File: config.mk
export PLATFORM = sky130hd
export DESIGN_NAME = ipr_resolver
export DESIGN_NICKNAME = d
export VERILOG_FILES = /design/src/design/ipr_pkg.sv /design/src/design/ipr_select.sv /design/src/design/ipr_resolver.sv
export SDC_FILE = /design/constraint.sdc
export NUM_CORES = 1
export LEC_CHECK = 0
export ABC_AREA = 1
export BUFFER_PORTS_ARGS = -buffer_cell sky130_fd_sc_hd__buf_2
export CAP_MARGIN = 20
export CORE_AREA = 2 2 186 188
export DETAILED_ROUTE_END_ITERATION = 8
export DIE_AREA = 0 0 188 190
export PLACE_DENSITY_LB_ADDON = 0.2
export SLEW_MARGIN = 20
export SYNTH_ARGS = -nofsm -noshare
export SYNTH_HDL_FRONTEND = slang
export SYNTH_HIERARCHICAL = 1
export SYNTH_SLANG_ARGS = --single-unit
File: constraint.sdc
create_clock -name ref_clk -period 32.9 [get_ports ref_clk]
set_clock_uncertainty 0.2 [all_clocks]
set_input_delay 3.29 -clock ref_clk [delete_from_list [all_inputs] [get_ports ref_clk]]
set_output_delay 3.29 -clock ref_clk [all_outputs]
set_load 0.005 [all_outputs]
File: src/design/ipr_pkg.sv
// Constants, register map and source table of the interrupt priority resolver.
// Assumes a 16-bit register port and 12-bit event codes toward the CPU core.
package ipr_pkg;

    localparam int DATA_W = 16;
    localparam int ADDR_W = 4;
    localparam int LVL_W  = 5;
    localparam int CODE_W = 12;
    localparam int IDX_W  = 5;
    localparam int SRC_N  = 31;
    localparam int PRIO_N = 5;

    // Register offsets on the plain register port.
    localparam logic [3:0] OFS_PRIO_A      = 4'h0;
    localparam logic [3:0] OFS_PRIO_E      = 4'h4;
    localparam logic [3:0] OFS_NMI_CTRL    = 4'h5;
    localparam logic [3:0] OFS_EXT_CTRL    = 4'h6;
    localparam logic [3:0] OFS_LEVEL_CODE  = 4'h7;
    localparam logic [3:0] OFS_SOURCE_CODE = 4'h8;

    // Priority register indices and writable-bit masks.
    localparam int PRIO_A = 0;
    localparam int PRIO_B = 1;
    localparam int PRIO_C = 2;
    localparam int PRIO_D = 3;
    localparam int PRIO_E = 4;
    localparam logic [15:0] PRIO_MASK [PRIO_N] =
        '{16'hFFFF, 16'hFFF0, 16'hFFFF, 16'h00FF, 16'hF0FF};
    localparam logic [15:0] PRIO_RESET     = 16'h0000;
    localparam logic        NMI_EDGE_RESET = 1'b0;
    localparam logic        ENC_SEL_RESET  = 1'b1;

    // Bit positions in the control registers.
    localparam int NMI_LEVEL_BIT = 15;
    localparam int NMI_EDGE_BIT  = 8;
    localparam int ENC_SEL_BIT   = 14;

    // Fixed levels and event codes.
    localparam logic [4:0]  LVL_NMI         = 5'h10;
    localparam logic [4:0]  LVL_DEBUG       = 5'h0F;
    localparam logic [4:0]  LVL_TOP         = 5'h0F;
    localparam logic [3:0]  ENC_NONE        = 4'hF;
    localparam logic [11:0] NMI_CODE        = 12'h1C0;
    localparam logic [11:0] DEBUG_CODE      = 12'h5E0;
    localparam logic [11:0] LEVEL_CODE_TOP  = 12'h200;
    localparam logic [11:0] IRQ_BASE        = 12'h600;
    localparam logic [11:0] DMA_BASE        = 12'h800;
    localparam logic [11:0] FSER_BASE       = 12'h900;
    localparam logic [11:0] ADC_CODE        = 12'h980;
    localparam logic [11:0] FIXED_BASE      = 12'h400;

    // Source indices in default order, index 0 first.
    localparam logic [4:0] IDX_NMI   = 5'h00;
    localparam logic [4:0] IDX_DEBUG = 5'h01;
    localparam logic [4:0] IDX_IRQ   = 5'h02;
    localparam logic [4:0] IDX_DMA   = 5'h08;
    localparam logic [4:0] IDX_FSER  = 5'h0C;
    localparam logic [4:0] IDX_ADC   = 5'h10;
    localparam logic [4:0] IDX_FIXED = 5'h11;

    // Edge detection is blind this many cycles after an edge-select change.
    localparam logic [4:0] NMI_BLANK_CYCLES = 5'h14;

endpackage

File: src/design/ipr_select.sv
// Picks the highest level among pending sources; lower index wins ties.
// Assumes levels are packed LVL_W bits per source, source 0 lowest.
`timescale 1ns/1ps

module ipr_select
    import ipr_pkg::*;
(
    input  wire logic [ipr_pkg::SRC_N-1:0]       pend,
    input  wire logic [ipr_pkg::SRC_N*ipr_pkg::LVL_W-1:0] lvl_flat,
    output logic                                 found,
    output logic [ipr_pkg::IDX_W-1:0]            win_idx,
    output logic [ipr_pkg::LVL_W-1:0]            win_lvl
);

    // ------------------------------------------------------------
    // Linear scan
    // ------------------------------------------------------------
    // Strict comparison keeps the earlier source on a tie, so the
    // scan order is the default order.
    always_comb begin
        found   = 1'b0;
        win_idx = '0;
        win_lvl = '0;
        for (int i = 0; i < SRC_N; i++) begin
            if (pend[i] && (lvl_flat[i*LVL_W +: LVL_W] > win_lvl)) begin
                found   = 1'b1;
                win_idx = IDX_W'(i);
                win_lvl = lvl_flat[i*LVL_W +: LVL_W];
            end
        end
    end

endmodule

File: src/design/ipr_resolver.sv
// Interrupt priority resolver: priority registers, source table, event codes.
// Assumes request inputs are already detected levels, synchronous to ref_clk.
//
// Contract
// - Every source gets a distinct event code; one shared routine address.
// - Software sets each grouped source priority 0..15 via five registers.
// - Reset sets all programmable priorities to zero, masking those sources.
// - Equal-level simultaneous requests are served in fixed default order.
// - Nonmaskable source has fixed level 16 and code 0x1C0 in both.
// - Debug source has fixed level 15 and code 0x5E0 in both.
// - Pin, DMA, FIFO serial, ADC: level code first, per-source code second.
// - Level code is 0x200 at level 15, plus 0x20 per lower level.
// - Timer to refresh sources give fixed codes 0x400..0x5A0 in both.
// - Encoded input 0000 is level 15, each step lower; pins 4,5 stay.
// - Sources sharing one priority field keep a fixed order inside it.
// - Register A holds timers and clock; B holds watchdog, refresh, serial.
// - C holds pins 3..0, D pins 5,4, E DMA, FIFO serial, ADC.
// - A 4-bit field is the level itself; zero masks, 0xF is 15.
// - Priority registers clear on reset and hardware standby only.
// - Reserved priority fields read zero; software writes zero there.
// - Nonmaskable control register clears on reset, holds through standby.
// - Control bit 14 picks separate pins or encoded bus; resets to one.
// - Edge select bit 8: zero falling, one rising nonmaskable edge.
// - Read-only bit 15 shows the present nonmaskable pin level.
// - Level zero masks a source; encoded 1111 is no request.
`timescale 1ns/1ps

module ipr_resolver
    import ipr_pkg::*;
(
    input  wire logic                        ref_clk,
    input  wire logic                        resetn,
    input  wire logic                        hw_standby,
    input  wire logic [ipr_pkg::ADDR_W-1:0]  reg_addr,
    input  wire logic [ipr_pkg::DATA_W-1:0]  reg_wdata,
    input  wire logic                        reg_wr,
    input  wire logic                        reg_rd,
    output logic      [ipr_pkg::DATA_W-1:0]  reg_rdata,
    input  wire logic                        nmi_pin,
    input  wire logic                        debug_interface_req,
    input  wire logic [5:0]                  irq_req,
    input  wire logic [3:0]                  encoded_level_bus,
    input  wire logic [3:0]                  dma_end,
    input  wire logic [3:0]                  fifo_serial_req,
    input  wire logic                        adc_done,
    input  wire logic                        timer0_underflow,
    input  wire logic                        timer1_underflow,
    input  wire logic [1:0]                  timer2_req,
    input  wire logic [2:0]                  clock_req,
    input  wire logic [3:0]                  serial0_req,
    input  wire logic                        watchdog_interval,
    input  wire logic [1:0]                  refresh_req,
    input  wire logic [3:0]                  cpu_mask_level,
    input  wire logic                        int_accept,
    output logic                             int_request,
    output logic      [ipr_pkg::LVL_W-1:0]   int_level,
    output logic      [ipr_pkg::CODE_W-1:0]  level_event_code_reg,
    output logic      [ipr_pkg::CODE_W-1:0]  source_event_code_reg
);

    import ipr_pkg::*;

    // ------------------------------------------------------------
    // Declarations
    // ------------------------------------------------------------
    logic [15:0]                 prio [PRIO_N];
    logic                        nmi_edge_select;
    logic                        encoded_level_select;
    logic                        nmi_prev;
    logic                        nmi_pend;
    logic [4:0]                  nmi_blank;
    logic                        nmi_edge;
    logic                        irl_req;
    logic [5:0]                  irq_eff;
    logic [SRC_N-1:0]            raw_req;
    logic [SRC_N-1:0]            pend;
    logic [LVL_W-1:0]            src_lvl [SRC_N];
    logic [SRC_N*LVL_W-1:0]      lvl_flat;
    logic                        found;
    logic [IDX_W-1:0]            sel_idx;
    logic [LVL_W-1:0]            sel_lvl;
    logic                        win_valid;
    logic [IDX_W-1:0]            win_idx;
    logic [23:0]                 win_codes;
    logic                        taken;
    logic [DATA_W-1:0]           next_rdata;

    // ------------------------------------------------------------
    // Code helpers
    // ------------------------------------------------------------
    // One code step is 0x20, so a count shifts left by five.
    function automatic logic [11:0] step(input logic [4:0] n);
        return {2'b00, n, 5'h00};
    endfunction

    // Returns {level-dependent code, per-source code} for pin, DMA, FIFO serial, ADC; else {fixed, fixed}.
    function automatic logic [23:0] event_codes(input logic [4:0] idx,
                                                input logic [4:0] lvl,
                                                input logic       enc);
        logic [11:0] by_level;
        logic [11:0] fixed;
        by_level = LEVEL_CODE_TOP + step(LVL_TOP - lvl);
        if (idx == IDX_NMI) begin
            fixed = NMI_CODE;
        end else if (idx == IDX_DEBUG) begin
            fixed = DEBUG_CODE;
        end else if (idx == IDX_IRQ && enc) begin
            fixed = by_level;
        end else if (idx < IDX_DMA) begin
            fixed = IRQ_BASE + step(idx - IDX_IRQ);
        end else if (idx < IDX_FSER) begin
            fixed = DMA_BASE + step(idx - IDX_DMA);
        end else if (idx < IDX_ADC) begin
            fixed = FSER_BASE + step(idx - IDX_FSER);
        end else if (idx == IDX_ADC) begin
            fixed = ADC_CODE;
        end else begin
            fixed = FIXED_BASE + step(idx - IDX_FIXED);
        end
        // Pin, DMA, FIFO serial and ADC sources report the level code first.
        if (idx >= IDX_IRQ && idx <= IDX_ADC) begin
            return {by_level, fixed};
        end
        return {fixed, fixed};
    endfunction

    // ------------------------------------------------------------
    // Priority registers
    // ------------------------------------------------------------
    // Reserved bits are never stored, so they always read zero.
    // Ordinary standby has no input here: contents simply hold.
    for (genvar r = 0; r < PRIO_N; r++) begin : g_prio
        always_ff @(posedge ref_clk) begin
            if (!resetn || hw_standby) begin
                prio[r] <= PRIO_RESET;
            end else if (reg_wr && reg_addr == OFS_PRIO_A + 4'(r)) begin
                prio[r] <= reg_wdata & PRIO_MASK[r];
            end
        end
    end

    // ------------------------------------------------------------
    // Control registers
    // ------------------------------------------------------------
    // The edge select survives hardware standby; only reset clears it.
    always_ff @(posedge ref_clk) begin
        if (!resetn) begin
            nmi_edge_select <= NMI_EDGE_RESET;
        end else if (reg_wr && reg_addr == OFS_NMI_CTRL) begin
            nmi_edge_select <= reg_wdata[NMI_EDGE_BIT];
        end
    end

    // Encoded mode is the reset default of the pin group.
    always_ff @(posedge ref_clk) begin
        if (!resetn) begin
            encoded_level_select <= ENC_SEL_RESET;
        end else if (reg_wr && reg_addr == OFS_EXT_CTRL) begin
            encoded_level_select <= reg_wdata[ENC_SEL_BIT];
        end
    end

    // ------------------------------------------------------------
    // Nonmaskable edge detection
    // ------------------------------------------------------------
    // Changing the edge select can look like an edge, so detection is
    // blind for a while after each write that changes it and after reset.
    always_ff @(posedge ref_clk) begin
        if (!resetn) begin
            nmi_blank <= NMI_BLANK_CYCLES;
        end else if (reg_wr && reg_addr == OFS_NMI_CTRL &&
                     reg_wdata[NMI_EDGE_BIT] != nmi_edge_select) begin
            nmi_blank <= NMI_BLANK_CYCLES;
        end else if (nmi_blank != 5'h00) begin
            nmi_blank <= nmi_blank - 5'h01;
        end
    end

    always_ff @(posedge ref_clk) begin
        if (!resetn) begin
            nmi_prev <= 1'b0;
        end else begin
            nmi_prev <= nmi_pin;
        end
    end

    assign nmi_edge = (nmi_blank == 5'h00) &&
                      (nmi_edge_select ? (nmi_pin && !nmi_prev)
                                       : (!nmi_pin && nmi_prev));

    // A new edge in the accept cycle keeps the request pending.
    always_ff @(posedge ref_clk) begin
        if (!resetn) begin
            nmi_pend <= 1'b0;
        end else if (nmi_edge) begin
            nmi_pend <= 1'b1;
        end else if (taken && win_idx == IDX_NMI) begin
            nmi_pend <= 1'b0;
        end
    end

    // ------------------------------------------------------------
    // Source table in default order
    // ------------------------------------------------------------
    assign irl_req = encoded_level_select &&
                     (encoded_level_bus != ENC_NONE);
    // In encoded mode pins 3..0 vanish and slot 2 carries the bus.
    assign irq_eff = encoded_level_select ?
                     {irq_req[5:4], 3'b000, irl_req} : irq_req;

    assign raw_req = {refresh_req, watchdog_interval, serial0_req,
                      clock_req, timer2_req, timer1_underflow,
                      timer0_underflow, adc_done, fifo_serial_req,
                      dma_end, irq_eff, debug_interface_req,
                      nmi_pend};

    // Field per source; a field value is the level itself.
    always_comb begin
        src_lvl[IDX_NMI]   = LVL_NMI;
        src_lvl[IDX_DEBUG] = LVL_DEBUG;
        for (int k = 0; k < 4; k++) begin
            src_lvl[2 + k]  = {1'b0, prio[PRIO_C][4*k +: 4]};
            src_lvl[8 + k]  = {1'b0, prio[PRIO_E][15:12]};
            src_lvl[12 + k] = {1'b0, prio[PRIO_E][7:4]};
            src_lvl[24 + k] = {1'b0, prio[PRIO_B][7:4]};
        end
        if (encoded_level_select) begin
            src_lvl[IDX_IRQ] = LVL_TOP - {1'b0, encoded_level_bus};
        end
        src_lvl[6]  = {1'b0, prio[PRIO_D][3:0]};
        src_lvl[7]  = {1'b0, prio[PRIO_D][7:4]};
        src_lvl[16] = {1'b0, prio[PRIO_E][3:0]};
        src_lvl[17] = {1'b0, prio[PRIO_A][15:12]};
        src_lvl[18] = {1'b0, prio[PRIO_A][11:8]};
        src_lvl[19] = {1'b0, prio[PRIO_A][7:4]};
        src_lvl[20] = {1'b0, prio[PRIO_A][7:4]};
        src_lvl[21] = {1'b0, prio[PRIO_A][3:0]};
        src_lvl[22] = {1'b0, prio[PRIO_A][3:0]};
        src_lvl[23] = {1'b0, prio[PRIO_A][3:0]};
        src_lvl[28] = {1'b0, prio[PRIO_B][15:12]};
        src_lvl[29] = {1'b0, prio[PRIO_B][11:8]};
        src_lvl[30] = {1'b0, prio[PRIO_B][11:8]};
    end

    // A source at level zero is masked and never competes.
    for (genvar i = 0; i < SRC_N; i++) begin : g_src
        assign pend[i] = raw_req[i] && (src_lvl[i] != 5'h00);
        assign lvl_flat[i*LVL_W +: LVL_W] = src_lvl[i];
    end

    ipr_select u_select (
        .pend     (pend),
        .lvl_flat (lvl_flat),
        .found    (found),
        .win_idx  (sel_idx),
        .win_lvl  (sel_lvl)
    );

    // ------------------------------------------------------------
    // Presentation to the CPU
    // ------------------------------------------------------------
    // The winner is registered; a source that drops in that cycle can
    // still be accepted once, which the core must tolerate.
    always_ff @(posedge ref_clk) begin
        if (!resetn) begin
            win_valid <= 1'b0;
            win_idx   <= '0;
            int_level <= '0;
        end else begin
            win_valid <= found;
            win_idx   <= sel_idx;
            int_level <= sel_lvl;
        end
    end

    assign int_request = win_valid &&
                         (int_level > {1'b0, cpu_mask_level});
    assign taken       = int_request && int_accept;
    assign win_codes   = event_codes(win_idx, int_level, encoded_level_select);

    // Both event code registers load together on acceptance.
    always_ff @(posedge ref_clk) begin
        if (!resetn) begin
            level_event_code_reg  <= '0;
            source_event_code_reg <= '0;
        end else if (taken) begin
            level_event_code_reg  <= win_codes[23:12];
            source_event_code_reg <= win_codes[11:0];
        end
    end

    // ------------------------------------------------------------
    // Register read port
    // ------------------------------------------------------------
    always_comb begin
        next_rdata = '0;
        case (reg_addr)
            4'h0, 4'h1, 4'h2, 4'h3, OFS_PRIO_E: begin
                next_rdata = prio[3'(reg_addr)];
            end
            OFS_NMI_CTRL: begin
                next_rdata[NMI_LEVEL_BIT] = nmi_pin;
                next_rdata[NMI_EDGE_BIT]  = nmi_edge_select;
            end
            OFS_EXT_CTRL: begin
                next_rdata[ENC_SEL_BIT] = encoded_level_select;
            end
            OFS_LEVEL_CODE: begin
                next_rdata = {4'h0, level_event_code_reg};
            end
            OFS_SOURCE_CODE: begin
                next_rdata = {4'h0, source_event_code_reg};
            end
            default: begin
                next_rdata = '0;
            end
        endcase
    end

    // Data stand only in the cycle after the read strobe.
    always_ff @(posedge ref_clk) begin
        if (!resetn) begin
            reg_rdata <= '0;
        end else if (reg_rd) begin
            reg_rdata <= next_rdata;
        end else begin
            reg_rdata <= '0;
        end
    end

    // ------------------------------------------------------------
    // Assertions
    // ------------------------------------------------------------
    a_nmi_code_load: assert property (@(posedge ref_clk) disable iff (!resetn)
        taken && win_idx == IDX_NMI |=> level_event_code_reg == 12'h1C0
            && source_event_code_reg == 12'h1C0)
        else $error("nonmaskable codes not loaded");

    a_debug_code_load: assert property (@(posedge ref_clk) disable iff (!resetn)
        taken && win_idx == IDX_DEBUG |=> level_event_code_reg == 12'h5E0
            && source_event_code_reg == 12'h5E0)
        else $error("debug codes not loaded");

    a_level_code_map: assert property (@(posedge ref_clk) disable iff (!resetn)
        taken && win_idx >= IDX_IRQ && win_idx <= IDX_ADC |=>
            level_event_code_reg ==
            12'h200 + {2'b00, 5'h0F - $past(int_level), 5'h00})
        else $error("level event code wrong");

    a_fixed_code_map: assert property (@(posedge ref_clk) disable iff (!resetn)
        taken && win_idx >= IDX_FIXED |=>
            source_event_code_reg == level_event_code_reg &&
            source_event_code_reg == 12'h400 + {2'b00, $past(win_idx) - 5'h11, 5'h00})
        else $error("fixed event code wrong");

    a_request_above_mask: assert property (@(posedge ref_clk) disable iff (!resetn)
        int_request |-> int_level != 5'h00 && int_level > {1'b0, cpu_mask_level})
        else $error("request at or below mask");

    a_reset_clears_prio: assert property (@(posedge ref_clk)
        !resetn |=> prio[PRIO_A] == 16'h0000 && prio[PRIO_E] == 16'h0000
            && encoded_level_select == 1'b1)
        else $error("reset state wrong");

    a_reserved_read_zero: assert property (@(posedge ref_clk) disable iff (!resetn)
        reg_rd && reg_addr == 4'h3 |=> reg_rdata[15:8] == 8'h00)
        else $error("reserved field reads nonzero");

    a_pin_level_read: assert property (@(posedge ref_clk) disable iff (!resetn)
        reg_rd && reg_addr == OFS_NMI_CTRL |=> reg_rdata[15] == $past(nmi_pin))
        else $error("pin level bit wrong");

    a_encoded_none: assert property (@(posedge ref_clk) disable iff (!resetn)
        encoded_level_select && encoded_level_bus == 4'hF |-> !pend[IDX_IRQ])
        else $error("encoded 1111 requested");

    a_standby_clears: assert property (@(posedge ref_clk) disable iff (!resetn)
        hw_standby |=> prio[PRIO_C] == 16'h0000 && prio[PRIO_B] == 16'h0000)
        else $error("standby did not clear");

endmodule

==> results of run 1 <==
==> area by class of cell <==
type	instances	area share [%]
Tap cell	455	3.10
Inverter	300	6.27
Clock inverter	9	0.340
Antenna cell	3	0.0408
Timing Repair Buffer	329	12.3
Multi-Input combinational cell	1757	59.2
Sequential cell	114	15.9
Clock buffer	22	2.87
==> cell families (layout without fill, tap and decap cells) <==
family	count (synthesis)	in the layout
buffers and inverters	352	660
DFF	114	114
xor gates and xnor gates	1	1
adders and majority gates	114	114
other	2	91
and+or+nand+nor	1284	1305
AOI/OAI and AO/OA	249	249
==> timing repair <==
item	in CTS	in global routing
gates cloned	0	21
pin swaps	1	193
setup endpoints to repair	11	11
buffers inserted	0	75
resized for setup	22	388
==> per-stage QoR <==
stage | instance area, sq um | utilization [%] | hold slack, ns | setup WS [ns] | TNS (ns)
finish | 18400 | 54.2 | 0.257 | 1.52 | 0
floorplan | 13700 | - | 0.227 | 0.0145 | 0
CTS | 16100 | 47.5 | 0.255 | 0.0188 | 0
global placement | 15400 | 45.5 | 0.241 | -0.304 | -2.73
global route | 18400 | 54.2 | 0.308 | -0.579 | -5.55
detailed placement | 15500 | 45.5 | 0.245 | -1.06 | -10.94
==> tightest hold or removal path, cell delays in order (launching register included) <==
cell	delay, ns
dfxtp_1	0.31
nand2_1	0.06
nand2_1	0.05
==> metal layers <==
layer	global-route usage [%]	part of all wire [%]	up-vias
met3	3.21	4.9	86
met2	39.2	49	394
met5	0	0	-
met4	8.33	3.5	0
li1	-	-	7609
met1	28.0	42	6894
==> path summary, 6_finish.rpt <==
check | end | slack [ns] | depth (start not counted)
max | int_level[4] | 1.52 | 238
min | nmi_blank[4] | 0.26 | 2
max reg2reg | int_level[4] | 3.41 | 241
min reg2reg | nmi_blank[4] | 0.26 | 2
==> synthesized netlist by cell type (3+ instances only) <==
master      n
nand2_1   590
inv_1     266
nand3_1   227
nor2_1    213
ha_1      114
o21ai_0   111
nand2_2    99
edfxtp_1   64
nand3b_1   55
dfxtp_1    50
nor2_2     47
a21oi_1    45
inv_2      28
o21bai_1   28
a21oi_2    24
buf_6      24
buf_4      17
nor4_1     10
nor3_1      9
nand4_1     8
a31oi_1     6
nand3_2     6
o21a_1      6
o31ai_1     6
or2_2       6
buf_2       5
clkbuf_1    5
nand2_4     5
and2_1      4
o211ai_1    4
inv_4       3
o21ai_1     3
o41a_1      3
==> placed cells by master (no fill, tap or decap), types with 54 or more instances in the layout <==
master	synthesis	layout
nand2_1	590	502
inv_1	266	262
buf_4	17	217
nand3_1	227	206
nor2_1	213	192
nand2_2	99	154
buf_2	5	100
conb_1	2	88
ha_1	114	87
edfxtp_1	64	64
nand3b_1	55	55
nand2_4	5	54
==> results summary, run 1 <==
The violation count after the first detailed-route iteration is 812. The max-slew violation count is 0. The post-layout minimum cycle time came out at 31.38 ns. The post-synthesis share of cell area spent on and, or, nand and nor gates is 44.0%. The insertion delay of the later-clocked pin in the worst-skew pair came out at 0.42 ns. Entering global routing, the biggest net connects 23 pins. The average vias per placed instance came out at 5.01. STA classifies the critical path startpoint as an input port. The max capacitance violation total is 0.

The number of global-route vias before repair is between 10k and 15k. The final number of hold-violating endpoints is 0. The flow ran to the end, and the final reports show no timing, DRC or antenna violations.

The share of synthesized flip-flops with an asynchronous set or reset is 0%. The largest registers in the layout are prio (64), reg_rdata (16). In the routed design, unresolved DRC markers number 0. Global routing used between 20% and 30% of the available tracks across all layers. The most critical setup path has its startpoint at debug_interface_req. The count of nets left with antenna violations once routing finished came out at 0. The count of hold buffers inserted by post-cts repair is 0. The number of antenna violations at the first check in global routing is 3.

The number of primary I/O pins came out at 111. Counting the buffers created by CTS gives 17. The complex-gate fraction of the synthesized area is between 10% and 20%. The cell family contributing the most delay on the critical path is simple AND/OR/NAND/NOR gates. Summed over its instances, the top area cell type makes up 16.6% of the synthesized netlist area. The number of buffers on the longest clock path is 2. The ratio of cells with drive above 1 in the final layout came out at 33.1%.

In the synthesized netlist the dominant register cell turns out to be edfxtp_1. The effective utilization at floorplan came out at approximately two fifths. The first global-routing pass estimated approximately 65,000 microns of wire.

The HPWL after detailed placement is 33,000 microns. The synthesized netlist devotes 10.7% of its cell area to adder and majority cells. The arrival time at the worst endpoint is 31.50 ns.

Relative to the synthesized area, the layout overhead comes to 37.8%. The residual overflow from global routing is 0. The number of flip-flops under the largest register name is 64. The post-synthesis mux area share is 0%. The post-synthesis register bit count came out at 114. The total area inside the core boundary comes to about 34,000 sq um.

The worst-margin pin slew is 0.956 ns. In this run, placement finished with an instance count of 2,861. Counting every instance in the synthesized netlist gives 2,116. The launching point of the worst reg2reg path is nmi_pend. The die area is 35,700 sq um. The Yosys warning count came out at 6.

In this run the most critical hold path is launched from nmi_blank[4]. The total routed wirelength is roughly 44,000 microns. In this design, the stage delay of the slowest critical-path cell is between 0.3 and 0.4 ns. The number of clock sinks seen by CTS is 114. The final-layout fill cell count is between 3k and 4k. The share of synthesized area occupied by flip-flops and latches is 21.9%. The vertical extent of the die came out at 190 microns. By area, the combinational part of the netlist is dominated by simple AND/OR/NAND/NOR gates. Across the whole layout, storage elements account for 2920 sq um. The worst path uses between 90% and 100% of the clock period.

The synthesized netlist occupies a cell area of roughly 13,000 sq um. CTS placed an instance of clkbuf_16 at the clock tree root. The worst slew slack as a fraction of its limit is 35.6%. The most numerous cell type found on the critical path is nand2_2. nand2_1 takes more of the synthesized area than any other cell. The weighted congestion at the end of routability-driven global placement came out at 0.927.

The count of vias placed by the detailed router is 15.0k. The net count of the finished layout is approximately 2.7k. The area taken by multi-input logic gates is 10,900 sq um. Together, buffers and inverters on the worst path number 13. The count of cells in the finished layout, fillers not included, comes to approximately 3.0k. The die extent in x is between 150 and 200 microns.

Ranked by flip-flop count, first place goes to prio. In this run, distinct cell masters in the synthesized netlist total 52. The clock-pin slew reported for the worst setup and hold paths after clock tree synthesis is about 0.060 ns. The clock tree from TritonCTS is yes. The endpoint required time on the critical path came out at 33.02 ns. The category of the worst setup path capture point is a register. The total number of placement rows is a little under 70. The timing-limited maximum frequency came out at 31.9 MHz.

The H-tree was split into 4 levels. The setup path with the least slack is of type in -> reg. The area share of xor/xnor cells in the synthesized design is 0.0657%. The largest individual stage delay along the critical path comes from the cell ha_1.

The mean instance size in the synthesized netlist came out at 6.30 sq um. In this run the worst hold path is classified as reg -> reg. The detailed-routing iteration count for the pre-antenna-repair pass is 6.

The maximum fanout along the worst path came out at 8. The count of flip-flops with a built-in enable after synthesis came out at 64. Yosys attributes the largest share of cell area to nand2_1 17%, edfxtp_1 14%, ha_1 11%.

The average detailed-routed wire length per instance came out at 14.7 microns. The number of input and output port buffers inserted is 100. The number of failing setup endpoints in the final timing report is 0.
Power of run 1 is not shown: default switching activity piles up to over one toggle a cycle in this logic, so the estimate is an artifact.
==> inputs of run 2 (changes only) <==
==> constraint.sdc (replaced) <==
create_clock -name ref_clk -period 35.5 [get_ports ref_clk]
set_clock_uncertainty 0.2 [all_clocks]
set_input_delay 3.55 -clock ref_clk [delete_from_list [all_inputs] [get_ports ref_clk]]
set_output_delay 3.55 -clock ref_clk [all_outputs]
set_load 0.005 [all_outputs]
==> run 2 against run 1 <==
Compared with the run above:
- first-iteration DRC count grew 28%
- cell count shrank 3.8%
- utilization shrank 6.6 points
- register-to-register slack gained 1.1 ns
- flip-flop and latch count is the same
- clock-buffer cell count shrank 4
- hold slack lost 0.0062 ns
- die area is the same
- critical endpoint is now win_valid
==> results summary, run 2 (synthesized netlist as in run 1, its figures left out) <==
The worst setup path is launched from an input port. The number of antenna violations at the first check in global routing is 0 (-3). The final-layout fill cell count is 3,492 (+6.0%). The first-pass GRT wire length came out at 64,900 microns (-0.63%).

The maximum fanout along the worst path is 12 (+4). The detailed-routing iteration count for the pre-antenna-repair pass came out at 6 (unchanged). By instance count, the cell type seen most on the critical path is nand2_1. The register-to-register setup slack is 4.54 ns (+1.13 ns). The category of the worst setup path capture point is a register. The die extent in x was 188 microns (unchanged). The number of failing setup endpoints in the final timing report was 0 (unchanged). From synthesis to final layout, the design area changed by 21.0%.

The worst-margin pin slew came out at 1.12 ns (+0.162 ns). The insertion delay of the later-clocked pin in the worst-skew pair is 0.43 ns (about the same). The average vias per placed instance came to 4.98 (-0.72%). The number of flip-flops under the largest register name came out at 64 (unchanged). The cell family contributing the most delay on the critical path is simple AND/OR/NAND/NOR gates. The die area was 35,700 sq um (unchanged).

The startpoint of the most critical setup path is debug_interface_req. The total number of placement rows is 68 (unchanged). The launching point of the worst reg2reg path is nmi_pend. The critical path ends at win_valid. The worst slew slack as a fraction of its limit is 24.8% (-11 points). The floorplan core area is 33,900 sq um (unchanged). The clock period could shrink to 33.10 ns. The flow ran to the end, and the final reports show no timing, DRC or antenna violations. The average detailed-routed wire length per instance came to 14.4 microns (-2.3%). The clock buffer count from CTS came out at 17 (unchanged). The max capacitance violation total came out at 0 (unchanged). The share of the clock period used by the worst path after layout came out at 93.2%. The highest-delay cell along the critical path is ha_1.

The weighted congestion at the end of routability-driven global placement is 0.940 (+1.4%). The number of buffers on the longest clock path came out at 2 (unchanged). The commonest non-fill, non-tap cell in the layout is nand2_1. The arrival time at the worst endpoint came out at 33.23 ns (+1.73 ns). In this run the critical register-to-register path is captured at win_valid. The clock-pin slew reported for the worst setup and hold paths after clock tree synthesis is 0.06 ns (about the same). In the layout the commonest cells are 590 x nand2_1, 266 x inv_1, 227 x nand3_1, 207 x nor2_1, 128 x buf_4. The buffer and inverter count on the worst path came to 18 (+5).

The deepest level of the CTS H-tree came out at 4 (unchanged). The violation count after the first detailed-route iteration was 1,043 (+28%). The final layout net count came to 2,587 (-4.1%). The timing-limited maximum frequency came out at 30.2 MHz. The max-slew violation count came out at 0 (unchanged). The core utilization of the finished layout came out at 47.6% (-6.6 points). The effective utilization at floorplan was 39.3% (unchanged). The final HPWL from detailed placement is 32,800 microns (-0.58%). The number of clock sinks seen by CTS is 114 (unchanged). The total stage count of the critical path came out at 240 (+0.84%). The maximum number of pins on one net before global-route repair came out at 23 (unchanged).

The number of input and output port buffers inserted came to 100 (unchanged). The clock tree from TritonCTS is yes. The cell sitting at the root of the clock tree is a clkbuf_16. The register with the highest flop count is prio. The minimum setup slack in the final design is 2.40 ns (+0.877 ns). The vertical extent of the die came to 190 microns (unchanged). The endpoint required time on the critical path came out at 35.64 ns (+2.62 ns). The DRC violation count after routing was 0 (unchanged).

The number of primary I/O pins is 111 (unchanged). The setup path with the least slack is of type in -> reg. The largest stage delay on the critical path is 0.33 ns (about the same).

The final number of hold-violating endpoints is 0 (unchanged). The ratio of cells with drive above 1 in the final layout is 21.2% (-12 points). The count of antenna diodes in the layout is 0 (-3). The overall fraction of global-route tracks in use came out at 22.5% (+0.088 points).

The setup slack after placement is -1.33 ns (-0.278 ns). The number of nets with antenna violations after detailed routing is 0 (unchanged). The count of vias placed by the detailed router came out at 14.3k (-4.5%). The length in cells of the worst reg-to-reg path came out at 240 (-0.41%). The residual overflow from global routing came out at 0 (unchanged). The total routed wirelength is 41,400 microns (-6.0%). The number of global-route vias before repair is 13.2k (-2.7%). The path class of the tightest hold or removal check is reg -> reg. The largest registers in the layout are prio (64), reg_rdata (16).
-- run 2: cell types whose count changed in the layout (fill, tap and decap cells not counted), sizes merged, moves of 3 or more --
| cell | before | now |
|---|---|---|
| clkinvlp | 1 | 5 |
| buf | 329 | 228 |
| nand2 | 715 | 705 |
| clkinv | 5 | 9 |
| inv | 303 | 298 |
| clkbuf | 22 | 18 |
| diode | 3 | 0 |
-- run 2: metal layers --
metal	global-route usage (%)	vias to the layer above	wire length, microns
li1	-	7365	-
met1	28.2	6556	18400
met2	40.8	350	20200
met3	3.08	42	2030
met4	5.18	0	709
met5	0	-	0
-- run 2: worst min-delay path by stage --
stage,start,end,cells past startpoint
6_report,nmi_blank[4],nmi_blank[4],2
5_1_grt,nmi_blank[4],nmi_blank[4],2
4_1_cts,nmi_blank[4],nmi_blank[4],2
3_5_place_dp,nmi_blank[4],nmi_blank[4],2
3_3_place_gp,nmi_blank[4],nmi_blank[4],2
2_1_floorplan,nmi_blank[4],nmi_blank[4],2
-- run 2: repair_timing --
action | CTS | global route
pin swaps | 0 | 51
cloned | 0 | 11
setup buffers | 0 | 38
hold buffers | 0 | 0
setup endpoints to repair | 11 | 11
gates resized for setup | 20 | 95
-- run 2: metrics by stage --
stage | setup TNS, ns | instances | hold slack [ns] | cell area (sq um)
3_3_place_gp | -5.87 | 2795 | 0.242 | 15000
6_report | 0 | 2876 | 0.251 | 16100
4_1_cts | 0 | 2827 | 0.254 | 15500
3_5_place_dp | -13.36 | 2795 | 0.245 | 15000
2_1_floorplan | 0 | 2202 | 0.227 | 13700
5_1_grt | -1.37 | 2876 | 0.288 | 16100
-- run 2: worst min-delay path, delay by kind of cell, from the launching register on --
family / cells / cell delay [ns]
flops: 1 / 0.31
simple gates: 2 / 0.11
-- run 2: cell type report --
cell class                 count  area [sq um]  area share (%)
inverter                     300          1140            7.04
tap                          455           569            3.53
timing repair buffer         228          1460            9.05
clock buffer                  18           429            2.66
clock inverter                14           141           0.876
sequential                   114          2920            18.1
multi-input combinational   1747          9480            58.7
Power of run 2 is left out for the same reason.
==> inputs of run 3 (changes only) <==
==> constraint.sdc (replaced) <==
create_clock -name ref_clk -period 36.9 [get_ports ref_clk]
set_clock_uncertainty 0.2 [all_clocks]
set_input_delay 3.69 -clock ref_clk [delete_from_list [all_inputs] [get_ports ref_clk]]
set_output_delay 3.69 -clock ref_clk [all_outputs]
set_load 0.005 [all_outputs]
==> run 3 against run 2 <==
Compared with the run above:
- non-clock buffer count shrank 82
- sequential share of layout area grew 0.86 points
- global-route usage shrank 0.41 points
- clock-buffer cell count shrank 1
- flip-flop and latch count is the same
- utilization shrank 2.2 points
- setup slack gained 0.20 ns
- via count shrank 2.7%
- routed wire length shrank 1.4%
- register-to-register slack gained 0.34 ns
- critical path type unchanged
- largest cell class unchanged
==> results summary, run 3 (synthesized netlist as in run 1, its figures left out) <==
The DRC violation count after routing was 0 (unchanged). The length in cells of the worst reg-to-reg path is 239 (-0.42%). The final-layout fill cell count is 3,592 (+2.9%). The area taken by multi-input logic gates is 9370 sq um (-1.2%). The max capacitance violation total is 0 (unchanged).

The number of buffers on the longest clock path came to 2 (unchanged). The minimum setup slack in the final design came out at 2.60 ns (+0.198 ns). The met2 track utilization from global routing is 39.1% (-1.8 points). The count of hold buffers inserted by post-cts repair came to 0 (unchanged). The tree is rooted in a clkbuf_16. The ratio of cells with drive above 1 in the final layout is 18.0% (-3.3 points). The largest stage delay on the critical path is 0.34 ns (about the same). The number of failing setup endpoints in the final timing report is 0 (unchanged). The number of primary I/O pins came out at 111 (unchanged). The number of clock sinks seen by CTS is 114 (unchanged). Dividing the final minimum period by the clock period gives 93.0%. The number of antenna violations at the first check in global routing came out at 0 (unchanged). The effective utilization at floorplan came out at 39.3% (unchanged). The first-pass GRT wire length came out at 63,500 microns (-2.1%).

The clock buffer count from CTS was 17 (unchanged). The register cell area after layout is 2920 sq um (unchanged). The worst slew slack as a fraction of its limit came out at 34.0% (+9.2 points). The deepest level of the CTS H-tree came out at 4 (unchanged). The number of input and output port buffers inserted is 100 (unchanged). The highest-delay cell along the critical path is ha_1. Among the stages of the critical path, the cell type that occurs most often is nand2_1. The clock tree from TritonCTS is yes.

The total routed wirelength came out at 40,800 microns (-1.4%). The met3 track utilization from global routing is 2.56% (-0.52 points). Derived from the worst setup path, the maximum achievable clock frequency is between 20 and 30 MHz. STA classifies the critical path startpoint as an input port. The flow ran to the end, and the final reports show no timing, DRC or antenna violations. The total number of placement rows is 68 (unchanged). The number of nets with antenna violations after detailed routing is 0 (unchanged).

The arrival time at the worst endpoint is 34.43 ns (+1.20 ns). The layout-stage area growth over the synthesis result came out at 15.5%. The count of vias placed by the detailed router came out at 13.9k (-2.7%). The worst-margin pin slew is 0.981 ns (-0.137 ns).

The setup TNS after final layout came to 0 ns (unchanged). The overall fraction of global-route tracks in use came out at 22.1% (-0.41 points). The commonest non-fill, non-tap cell in the layout is nand2_1. The violation count after the first detailed-route iteration is 1,028 (-1.4%). The met1 routing resource usage after global routing came to 28.7% (+0.46 points). The maximum number of pins on one net before global-route repair came out at 23 (unchanged).

The maximum fanout along the worst path came to 12 (unchanged). The number of global-route vias before repair is 12.5k (-5.2%). The weighted congestion at the end of routability-driven global placement is 0.914 (-2.8%).

The clock-pin slew reported for the worst setup and hold paths after clock tree synthesis was 0.06 ns (about the same). The average vias per placed instance is 5.00 (+0.39%). The final layout net count is 2,498 (-3.4%).

The final number of hold-violating endpoints is 0 (unchanged). The number of flip-flops under the largest register name came out at 64 (unchanged). The die area is 35,700 sq um (unchanged).

The top cell types in the final layout, fill and taps aside, are 590 x nand2_1, 266 x inv_1, 227 x nand3_1, 210 x nor2_1, 114 x ha_1. The insertion delay of the later-clocked pin in the worst-skew pair is 0.43 ns (about the same). The post-layout minimum cycle time came out at 34.30 ns. The max-slew violation count came out at 0 (unchanged). The largest registers in the layout are prio (64), reg_rdata (16). The die extent in x came out at 188 microns (unchanged).

The final HPWL from detailed placement came out at 32,400 microns (-1.2%). met2 is the most crowded layer. The average detailed-routed wire length per instance is 14.6 microns (+1.8%). The endpoint required time on the critical path came out at 37.03 ns (+1.39 ns).

The count of antenna diodes in the layout is 0 (unchanged). The floorplan core area came out at 33,900 sq um (unchanged). The detailed-routing iteration count for the pre-antenna-repair pass came out at 8 (+2). The residual overflow from global routing came to 0 (unchanged).

The register with the highest flop count is prio. The critical path is of the in -> reg type. The worst setup path is captured at a register. The vertical extent of the die is 190 microns (unchanged). The instance count along the most critical hold path is 2 (unchanged). The setup slack after placement came out at -1.06 ns (+0.271 ns). The class of the tightest hold or removal check is reg -> reg.
-- run 3: cell types whose count changed in the layout (fill, tap and decap cells not counted), moves of 2 or more --
cell        delta
buf_4         -82
clkinv_2       +4
clkinvlp_4     -3
nand2_2        -2
nand2_4        -4
nor2_1         +3
nor2_4         -3
o21ai_0        +9
o21ai_1        -6
o21ai_2        -3
-- run 3: worst paths after layout --
path                        from  slack, ns           end
max reg2reg             nmi_pend       4.88  int_level[4]
min                 nmi_blank[4]       0.26  nmi_blank[4]
min reg2reg         nmi_blank[4]       0.26  nmi_blank[4]
max          debug_interface_req       2.60  int_level[4]
-- run 3: critical path: cells and delay by family --
kind | cells | cell delay, ns
buffers and inverters | 11 | 1.16
AOI/OAI and AO/OA | 51 | 7.45
and+or+nand+nor | 145 | 13.89
adders and majority gates | 29 | 8.20
-- run 3: what timing repair did --
item	in CTS	in global routing
resized for setup	16	73
pin swaps	0	40
gates cloned	0	4
buffers inserted	0	44
endpoints found under the setup margin	11	11
-- run 3: area by class of cell --
class	instances	area share, %
multi-input combinational	1740	60.8
inverter	300	7.37
clock buffer	17	2.76
sequential	114	19.0
tap	455	3.69
clock inverter	15	0.926
timing repair buffer	146	5.49
-- run 3: metrics by stage --
stage	instances	util (%)	area (sq um)	hold slack, ns
2_1_floorplan	2202	-	13700	0.227
3_3_place_gp	2707	42.1	14300	0.242
3_5_place_dp	2707	42.1	14300	0.248
4_1_cts	2739	43.8	14900	0.258
5_1_grt	2787	45.4	15400	0.300
6_report	2787	45.4	15400	0.263
-- run 3: per-layer routing --
layer	up-vias	routed length [microns]
li1	7180	-
met5	-	0
met1	6336	18500
met3	49	1930
met2	359	19700
met4	0	768
Power of run 3 is left out for the same reason.
